[config.mk]
export PLATFORM = sky130hd
export DESIGN_NAME = gdf_gpio_top
export DESIGN_NICKNAME = d
export VERILOG_FILES = /design/src/gdf_pkg.sv /design/src/gdf_gpio_top.sv /design/src/gdf_pin_mux.sv /design/src/gdf_reg8.sv
export SDC_FILE = /design/constraint.sdc
export NUM_CORES = 1
export LEC_CHECK = 0
export BUFFER_PORTS_ARGS = -buffer_cell sky130_fd_sc_hd__buf_2
export CAP_MARGIN = 30
export CORE_UTILIZATION = 35
export CTS_CLUSTER_SIZE = 10
export DETAILED_ROUTE_END_ITERATION = 10
export GPL_TIMING_DRIVEN = 0
export HOLD_SLACK_MARGIN = 0.06
export SYNTH_ARGS = -nofsm -noshare
export SYNTH_HDL_FRONTEND = slang
export SYNTH_SLANG_ARGS = --single-unit
[constraint.sdc]
create_clock -name MCLK -period 2.5 [get_ports MCLK]
set_input_delay 0.125 -clock MCLK [delete_from_list [all_inputs] [get_ports MCLK]]
set_output_delay 0.125 -clock MCLK [all_outputs]
set_load 0.03 [all_outputs]
[src/gdf_pkg.sv]
// package for the pin direction and function multiplexer
package gdf_pkg;
   localparam int ADDR_W = 8;
   localparam int DATA_W = 8;
   localparam int NUM_PINS = 3;
   localparam logic [7:0] OFS_DIR = 8'h60;
   localparam logic [7:0] OFS_SEL0 = 8'h61;
   localparam logic [7:0] OFS_SEL1 = 8'h62;
   localparam logic [7:0] OFS_SEL2 = 8'h63;
   localparam logic [7:0] OFS_OUT = 8'h65;
   localparam logic [7:0] RST_DIR = 8'h00;
   localparam logic [7:0] RST_SEL = 8'h00;
   localparam logic [7:0] RST_OUT = 8'h00;
   localparam int SEL_CODE_LSB = 0;
   localparam int SEL_CODE_W = 4;

   typedef enum logic [3:0] {
      FN_LOW = 4'b0000,
      FN_RSVD1 = 4'b0001,
      FN_USER = 4'b0010,
      FN_MUTE_BOTH = 4'b0011,
      FN_MUTE_L = 4'b0100,
      FN_MUTE_R = 4'b0101,
      FN_CLK_INVALID = 4'b0110,
      FN_RSVD7 = 4'b0111,
      FN_WARN = 4'b1000,
      FN_SERIAL_OUT = 4'b1001,
      FN_RSVDA = 4'b1010,
      FN_FAULT = 4'b1011,
      FN_SPI_CLK = 4'b1100,
      FN_SPI_DOUT = 4'b1101,
      FN_RSVDE = 4'b1110,
      FN_RSVDF = 4'b1111
   } gdf_func_type;

   // internal status sources that a pin can carry
   typedef struct packed {
      logic mute_left;
      logic mute_right;
      logic clock_invalid;
      logic warning_n;
      logic fault_n;
      logic serial_audio_out;
      logic spi_clk;
      logic spi_dout;
   } gdf_src_type;
endpackage : gdf_pkg

[src/gdf_gpio_top.sv]
// three-pin direction control and output function multiplexer
// Functional notes
// - direction bit 2 sets third pin output
// - direction bit 1 sets second pin output
// - direction bit 0 sets first pin output
// - direction register at 60h resets zero
// - first selector at 61h, low nibble code
// - code 0010 drives user output value
// - code 0011 drives both-channels mute flag
// - code 0100 drives left mute flag
// - code 0101 drives right mute flag
// - code 0110 drives clock-invalid flag
// - code 1000 drives active-low warning
// - code 1001 drives serial audio output
// - code 1011 drives active-low fault
// - code 1100 drives spi controller clock
// - code 1101 drives spi controller data out
// - second selector at 62h, upper nibble rw
// - second pin uses same code set
// - third selector at 63h, same codes
// - user output values at 65h, reset zero
//
// Local design decision: the strobed register port.
`timescale 1ns/1ps
`default_nettype none
module gdf_gpio_top (
   input wire logic MCLK,
   input wire logic RST,
   input wire logic [7:0] ADDR,
   input wire logic [7:0] WDATA,
   input wire logic WR,
   input wire logic RD,
   output logic [7:0] RDATA,
   input wire logic [2:0] PIN_IN,
   output logic [2:0] PIN_OUT,
   output logic [2:0] PIN_OE,
   input wire logic MUTE_LEFT,
   input wire logic MUTE_RIGHT,
   input wire logic CLOCK_INVALID,
   input wire logic WARNING_N,
   input wire logic FAULT_N,
   input wire logic SERIAL_AUDIO_OUT,
   input wire logic SPI_CLK,
   input wire logic SPI_DOUT
);
   localparam int NP = gdf_pkg::NUM_PINS;

   logic [7:0] dir_q;
   logic [7:0] sel_q [NP];
   logic [7:0] out_q;
   logic [7:0] rdata_q;
   logic [7:0] rdata_d;
   logic [2:0] pin_level;
   logic [2:0] pin_in_q;
   logic we_dir;
   logic we_out;
   logic [NP-1:0] we_sel;
   logic [7:0] pin_in_word;
   gdf_pkg::gdf_src_type src;

   assign src = '{mute_left: MUTE_LEFT, mute_right: MUTE_RIGHT,
                  clock_invalid: CLOCK_INVALID, warning_n: WARNING_N,
                  fault_n: FAULT_N, serial_audio_out: SERIAL_AUDIO_OUT,
                  spi_clk: SPI_CLK, spi_dout: SPI_DOUT};

   // write decode
   assign we_dir = WR && (ADDR == gdf_pkg::OFS_DIR);
   assign we_out = WR && (ADDR == gdf_pkg::OFS_OUT);
   assign we_sel[0] = WR && (ADDR == gdf_pkg::OFS_SEL0);
   assign we_sel[1] = WR && (ADDR == gdf_pkg::OFS_SEL1);
   assign we_sel[2] = WR && (ADDR == gdf_pkg::OFS_SEL2);

   gdf_reg8 #(
      .RESET_VAL(gdf_pkg::RST_DIR)
   ) u_dir (
      .clk(MCLK),
      .rst(RST),
      .we(we_dir),
      .wdata(WDATA),
      .q(dir_q)
   );

   gdf_reg8 #(
      .RESET_VAL(gdf_pkg::RST_OUT)
   ) u_out (
      .clk(MCLK),
      .rst(RST),
      .we(we_out),
      .wdata(WDATA),
      .q(out_q)
   );

   // reserved upper nibbles are stored and read back as written
   genvar gi;
   generate
      for (gi = 0; gi < NP; gi++) begin : g_pin
         gdf_reg8 #(
            .RESET_VAL(gdf_pkg::RST_SEL)
         ) u_sel (
            .clk(MCLK),
            .rst(RST),
            .we(we_sel[gi]),
            .wdata(WDATA),
            .q(sel_q[gi])
         );
         gdf_pin_mux u_mux (
            .clk(MCLK),
            .rst(RST),
            .code(sel_q[gi][gdf_pkg::SEL_CODE_LSB +: gdf_pkg::SEL_CODE_W]),
            .user_val(out_q[gi]),
            .src(src),
            .level_q(pin_level[gi])
         );
      end
   endgenerate

   assign PIN_OE[2] = dir_q[2];
   assign PIN_OE[1] = dir_q[1];
   assign PIN_OE[0] = dir_q[0];
   assign PIN_OUT = pin_level;

   // pin levels kept for diagnostic readback; inputs are synchronous
   always_ff @(posedge MCLK) begin
      if (RST) begin
         pin_in_q <= 3'h0;
      end else begin
         pin_in_q <= PIN_IN;
      end
   end
   assign pin_in_word = {5'h00, pin_in_q};

   // read mux; unmapped offsets read zero, 64h belongs to another block
   always_comb begin
      unique case (ADDR)
         gdf_pkg::OFS_DIR: rdata_d = dir_q;
         gdf_pkg::OFS_SEL0: rdata_d = sel_q[0];
         gdf_pkg::OFS_SEL1: rdata_d = sel_q[1];
         gdf_pkg::OFS_SEL2: rdata_d = sel_q[2];
         gdf_pkg::OFS_OUT: rdata_d = out_q;
         8'h66: rdata_d = pin_in_word;
         default: rdata_d = 8'h00;
      endcase
   end

   // data stands only in the cycle after the read strobe
   always_ff @(posedge MCLK) begin
      if (RST) begin
         rdata_q <= 8'h00;
      end else if (RD) begin
         rdata_q <= rdata_d;
      end else begin
         rdata_q <= 8'h00;
      end
   end
   assign RDATA = rdata_q;

   property p_dir_reset;
      @(posedge MCLK) RST |=> (PIN_OE == 3'b000);
   endproperty
   a_dir_reset: assert property (p_dir_reset)
      else $error("pins not inputs after reset");

   property p_oe_pin2;
      @(posedge MCLK) disable iff (RST)
      we_dir |=> (PIN_OE[2] == $past(WDATA[2]));
   endproperty
   a_oe_pin2: assert property (p_oe_pin2)
      else $error("third pin direction wrong");

   property p_oe_pin1;
      @(posedge MCLK) disable iff (RST)
      we_dir |=> (PIN_OE[1] == $past(WDATA[1]));
   endproperty
   a_oe_pin1: assert property (p_oe_pin1)
      else $error("second pin direction wrong");

   property p_oe_pin0;
      @(posedge MCLK) disable iff (RST)
      we_dir |=> (PIN_OE[0] == $past(WDATA[0]));
   endproperty
   a_oe_pin0: assert property (p_oe_pin0)
      else $error("first pin direction wrong");

   property p_sel1_readback;
      @(posedge MCLK) disable iff (RST)
      (we_sel[1] ##1 (RD && ADDR == 8'h62 && !WR))
         |=> (RDATA == $past(WDATA, 2));
   endproperty
   a_sel1_readback: assert property (p_sel1_readback)
      else $error("second selector readback wrong");

   property p_user_pin0;
      @(posedge MCLK) disable iff (RST)
      (we_out && sel_q[0][3:0] == 4'h2) ##1 (sel_q[0][3:0] == 4'h2)
         |=> (PIN_OUT[0] == $past(out_q[0]));
   endproperty
   a_user_pin0: assert property (p_user_pin0)
      else $error("first pin ignores user value");

   property p_pin2_warn;
      @(posedge MCLK) disable iff (RST)
      (sel_q[2][3:0] == 4'h8) |=> (PIN_OUT[2] == $past(WARNING_N));
   endproperty
   a_pin2_warn: assert property (p_pin2_warn)
      else $error("third pin does not carry warning");

   property p_pin1_fault;
      @(posedge MCLK) disable iff (RST)
      (sel_q[1][3:0] == 4'hb) |=> (PIN_OUT[1] == $past(FAULT_N));
   endproperty
   a_pin1_fault: assert property (p_pin1_fault)
      else $error("second pin does not carry fault");

   property p_pin0_spi;
      @(posedge MCLK) disable iff (RST)
      (sel_q[0][3:0] == 4'hc) |=> (PIN_OUT[0] == $past(SPI_CLK));
   endproperty
   a_pin0_spi: assert property (p_pin0_spi)
      else $error("first pin does not carry spi clock");
endmodule : gdf_gpio_top
`default_nettype wire

[src/gdf_pin_mux.sv]
// per-pin function selector: picks the level one pin drives
`timescale 1ns/1ps
`default_nettype none
module gdf_pin_mux (
   input wire logic clk,
   input wire logic rst,
   input wire logic [3:0] code,
   input wire logic user_val,
   input wire gdf_pkg::gdf_src_type src,
   output logic level_q
);
   logic level_d;
   logic mute_both;

   assign mute_both = src.mute_left & src.mute_right;

   always_comb begin
      level_d = 1'b0;
      unique case (gdf_pkg::gdf_func_type'(code))
         gdf_pkg::FN_LOW: level_d = 1'b0;
         gdf_pkg::FN_USER: level_d = user_val;
         gdf_pkg::FN_MUTE_BOTH: level_d = mute_both;
         gdf_pkg::FN_MUTE_L: level_d = src.mute_left;
         gdf_pkg::FN_MUTE_R: level_d = src.mute_right;
         gdf_pkg::FN_CLK_INVALID: level_d = src.clock_invalid;
         gdf_pkg::FN_WARN: level_d = src.warning_n;
         gdf_pkg::FN_SERIAL_OUT: level_d = src.serial_audio_out;
         gdf_pkg::FN_FAULT: level_d = src.fault_n;
         gdf_pkg::FN_SPI_CLK: level_d = src.spi_clk;
         gdf_pkg::FN_SPI_DOUT: level_d = src.spi_dout;
         gdf_pkg::FN_RSVD1, gdf_pkg::FN_RSVD7, gdf_pkg::FN_RSVDA,
         gdf_pkg::FN_RSVDE, gdf_pkg::FN_RSVDF: level_d = 1'b0;
      endcase
   end

   // registered so the pin never glitches while the code changes
   always_ff @(posedge clk) begin
      if (rst) begin
         level_q <= 1'b0;
      end else begin
         level_q <= level_d;
      end
   end

   property p_mux_mute_both;
      @(posedge clk) disable iff (rst)
      (code == 4'h3) |=> (level_q == $past(mute_both));
   endproperty
   a_mux_mute_both: assert property (p_mux_mute_both)
      else $error("pin does not follow combined mute");

   property p_mux_reserved_low;
      @(posedge clk) disable iff (rst)
      (code == 4'h1 || code == 4'h7 || code == 4'ha || code >= 4'he)
         |=> !level_q;
   endproperty
   a_mux_reserved_low: assert property (p_mux_reserved_low)
      else $error("reserved code did not drive low");

   property p_mux_off_low;
      @(posedge clk) disable iff (rst)
      (code == 4'h0) |=> !level_q;
   endproperty
   a_mux_off_low: assert property (p_mux_off_low)
      else $error("off code did not drive low");

   property p_mux_user;
      @(posedge clk) disable iff (rst)
      (code == 4'h2) |=> (level_q == $past(user_val));
   endproperty
   a_mux_user: assert property (p_mux_user)
      else $error("user code does not follow user value");
endmodule : gdf_pin_mux
`default_nettype wire

[src/gdf_reg8.sv]
// one 8-bit software register with synchronous reset
`timescale 1ns/1ps
`default_nettype none
module gdf_reg8 #(
   parameter logic [7:0] RESET_VAL = 8'h00
) (
   input wire logic clk,
   input wire logic rst,
   input wire logic we,
   input wire logic [7:0] wdata,
   output logic [7:0] q
);
   always_ff @(posedge clk) begin
      if (rst) begin
         q <= RESET_VAL;
      end else if (we) begin
         q <= wdata;
      end
   end
endmodule : gdf_reg8
`default_nettype wire

==> metrics <==
asr flop ratio synth=0; unrepaired setup endpoints after global routing=false; Initial Utilization=0.362; chip height=88.6 um; leading cell type in the layout, fill and taps excluded=mux2i_1; Least-Margin Pin Slew=0.572 ns; status=completed; Seq cells post-synth=54; Via density=5.03; slew margin rel.=0.618; worst r2r src=g_pin[2].u_sel.q[1]$_SDFFE_PP0P_; Synth Area per Inst=9.88 um^2; Syn Std Cell Area=2630 um^2; DRC errors left=0; hold_sp=RD; Layout fillers=745; Crit Path Max Fanout=7; Vias=2114; overall routed net length=6450 um; largest net degree at the start of global routing=18; PnR worst setup slack=1.02 ns; core area=7250 um^2; CTS Buf Count=5; Syn. warnings=0; P_leak=1.50 nW; setup_tns=0 ns; Die ar.=7860 um^2; initial antenna violation count=0; cell count after synthesis=266; startpoint types=flip-flop; worst vdd ir=0.190 mV; Final Skew=0.00954 ns; first-pass GRT wire length=10000 um; CTS resizes=0; Sink Count=54; Placer Congestion=0.776; Area Overhead vs Synth=18.6%; number of DRC markers in iteration 0=132; crit path kind=reg -> reg; Final Critical Period=1.48 ns; CTS Buffer Depth=2; # diodes=0; CTS tree=done; Clock Latency Late Sink=0.31 ns; WL/cell=15.4 um; H-tree Lvls=2; most frequent cells in the layout=mux2i_1, dfxtp_1, nor2_1; Pwr Density=505 nW/um^2; # Max-Cap Violations=0; max-slew violations=0; Req. time, crit path=2.68 ns; GRT Util Overall=0.172; I/O pin cnt=45; register area share after synthesis=0.411; DP HPWL=4530 um; Hold Path Depth=3; crit path DAT=1.66 ns; R2R Path End=g_pin[2].u_mux.level_q$_SDFF_PP0_; Syn Nets=297; fin crit share=0.592; vias in the first global route=1959; row count=31; number of flops mapped to enable cells by yosys=0; Min-Delay Endpoint=RDATA[2]$_SDFF_PP0_; cells on worst reg2reg path=4; reg2reg setup slack=1.02 ns; Crit. End Element=flip-flop; total congestion overflow=0; final net count=351; Min-Delay Path Class=in -> reg; clock slew seen by the registers of the worst setup and hold paths=0.10 ns; share of layout cells above drive strength 1=0.249; Max Fclk=676 MHz; ys flop type=dfxtp_1; drt pass-1 iters=4; Hold WS=0.0864 ns; width of the chip=88.6 um; number of port buffers=44; pre-CTS setup slack=0.987 ns; number of different library cells in the post-synthesis netlist=40; Final ANT Viol Nets=0; final setup vio count=0; Final Hold Fails=0; Clock Tree Root=clkbuf_8
[repair_timing]
action,4_1_cts,5_1_grt
hold buffers,3,0
setup buffers,0,0
endpoints found under the hold margin,3,0
[registers in the layout (all words and copies together) (netlist names)]
signal	flops
g_pin.u_sel.q	24
pin_in_q	3
RDATA	8
u_dir.q	8
g_pin.u_mux.level_q	3
u_out.q	8
[routing by layer]
| metal | wire length, um | track usage | vias up |
|---|---|---|---|
| met1 | 3170 | 0.232 | 994 |
| met4 | 94 | 0.0601 | 0 |
| met3 | 234 | 0.0308 | 8 |
| met5 | 0 | 0 | - |
| met2 | 2950 | 0.275 | 53 |
| li1 | - | - | 1059 |
[critical path: stages (launching register included)]
cell	delay [ns]
dfxtp_1	0.50
mux2_1	0.36
a22oi_1	0.21
o221a_1	0.23
nor4_2	0.05
[synthesized netlist by cell type (4+ instances only)]
cell type | instances | share of area
a21oi_1 | 5 | 0.0095
nor2_1 | 53 | 0.076
nor2b_1 | 8 | 0.019
nand2b_1 | 6 | 0.014
dfxtp_1 | 54 | 0.41
mux2i_1 | 57 | 0.22
buf_2 | 8 | 0.015
nor4_1 | 4 | 0.0095
clkbuf_1 | 5 | 0.0071
buf_4 | 9 | 0.026
o22ai_1 | 6 | 0.014
[how the worst max path moves through the flow]
stage,start,to,slack (ns),cells after the start
final,g_pin[2].u_sel.q[1]$_SDFFE_PP0P_,g_pin[2].u_mux.level_q$_SDFF_PP0_,1.02,4
after floorplan,g_pin[2].u_sel.q[1]$_SDFFE_PP0P_,g_pin[2].u_mux.level_q$_SDFF_PP0_,1.23,4
after global routing,g_pin[2].u_sel.q[1]$_SDFFE_PP0P_,g_pin[2].u_mux.level_q$_SDFF_PP0_,0.95,4
after CTS,g_pin[2].u_sel.q[1]$_SDFFE_PP0P_,g_pin[2].u_mux.level_q$_SDFF_PP0_,1.03,4
after global placement,ADDR[4],g_pin[0].u_sel.q[0]$_SDFFE_PP0P_,1.01,6
after detailed placement,ADDR[4],g_pin[0].u_sel.q[7]$_SDFFE_PP0P_,0.99,6
[power by group]
group	total [W]	internal, W	switching (W)
combinational	0.000119	0.0000480	0.0000708
clock	0.000590	0.000298	0.000292
sequential	0.000864	0.000863	0.00000145
[per-stage QoR]
step,instance area [um^2],utilization,power [W],instances
after floorplan,2630,-,0.000941,266
after global placement,2970,0.410,0.000998,409
after detailed placement,2970,0.410,0.000999,409
after CTS,3120,0.430,0.00159,420
after global routing,3120,0.430,0.00163,420
final,3120,0.430,0.00157,420
[cell type report]
type / instances / area [um^2] / share of cell area
Clock buffer: 5 / 68.8 / 0.0221
Timing Repair Buffer: 47 / 250 / 0.0803
Sequential cell: 54 / 1080 / 0.347
Tap cell: 99 / 124 / 0.0398
Multi-Input combinational cell: 189 / 1410 / 0.452
Clock inverter: 3 / 45.0 / 0.0145
Buffer: 23 / 138 / 0.0442
[logic make-up after synthesis]
group | count (synthesis) | share of synthesized area
AO/OA/AOI/OAI | 31 | 0.0871
XOR/XNOR | 1 | 0.00333
buffers and inverters | 23 | 0.0524
flip-flops | 54 | 0.411
multiplexers | 62 | 0.239
AND/OR/NAND/NOR | 95 | 0.207
No activity file was read; power rests on OpenSTA's default activity.
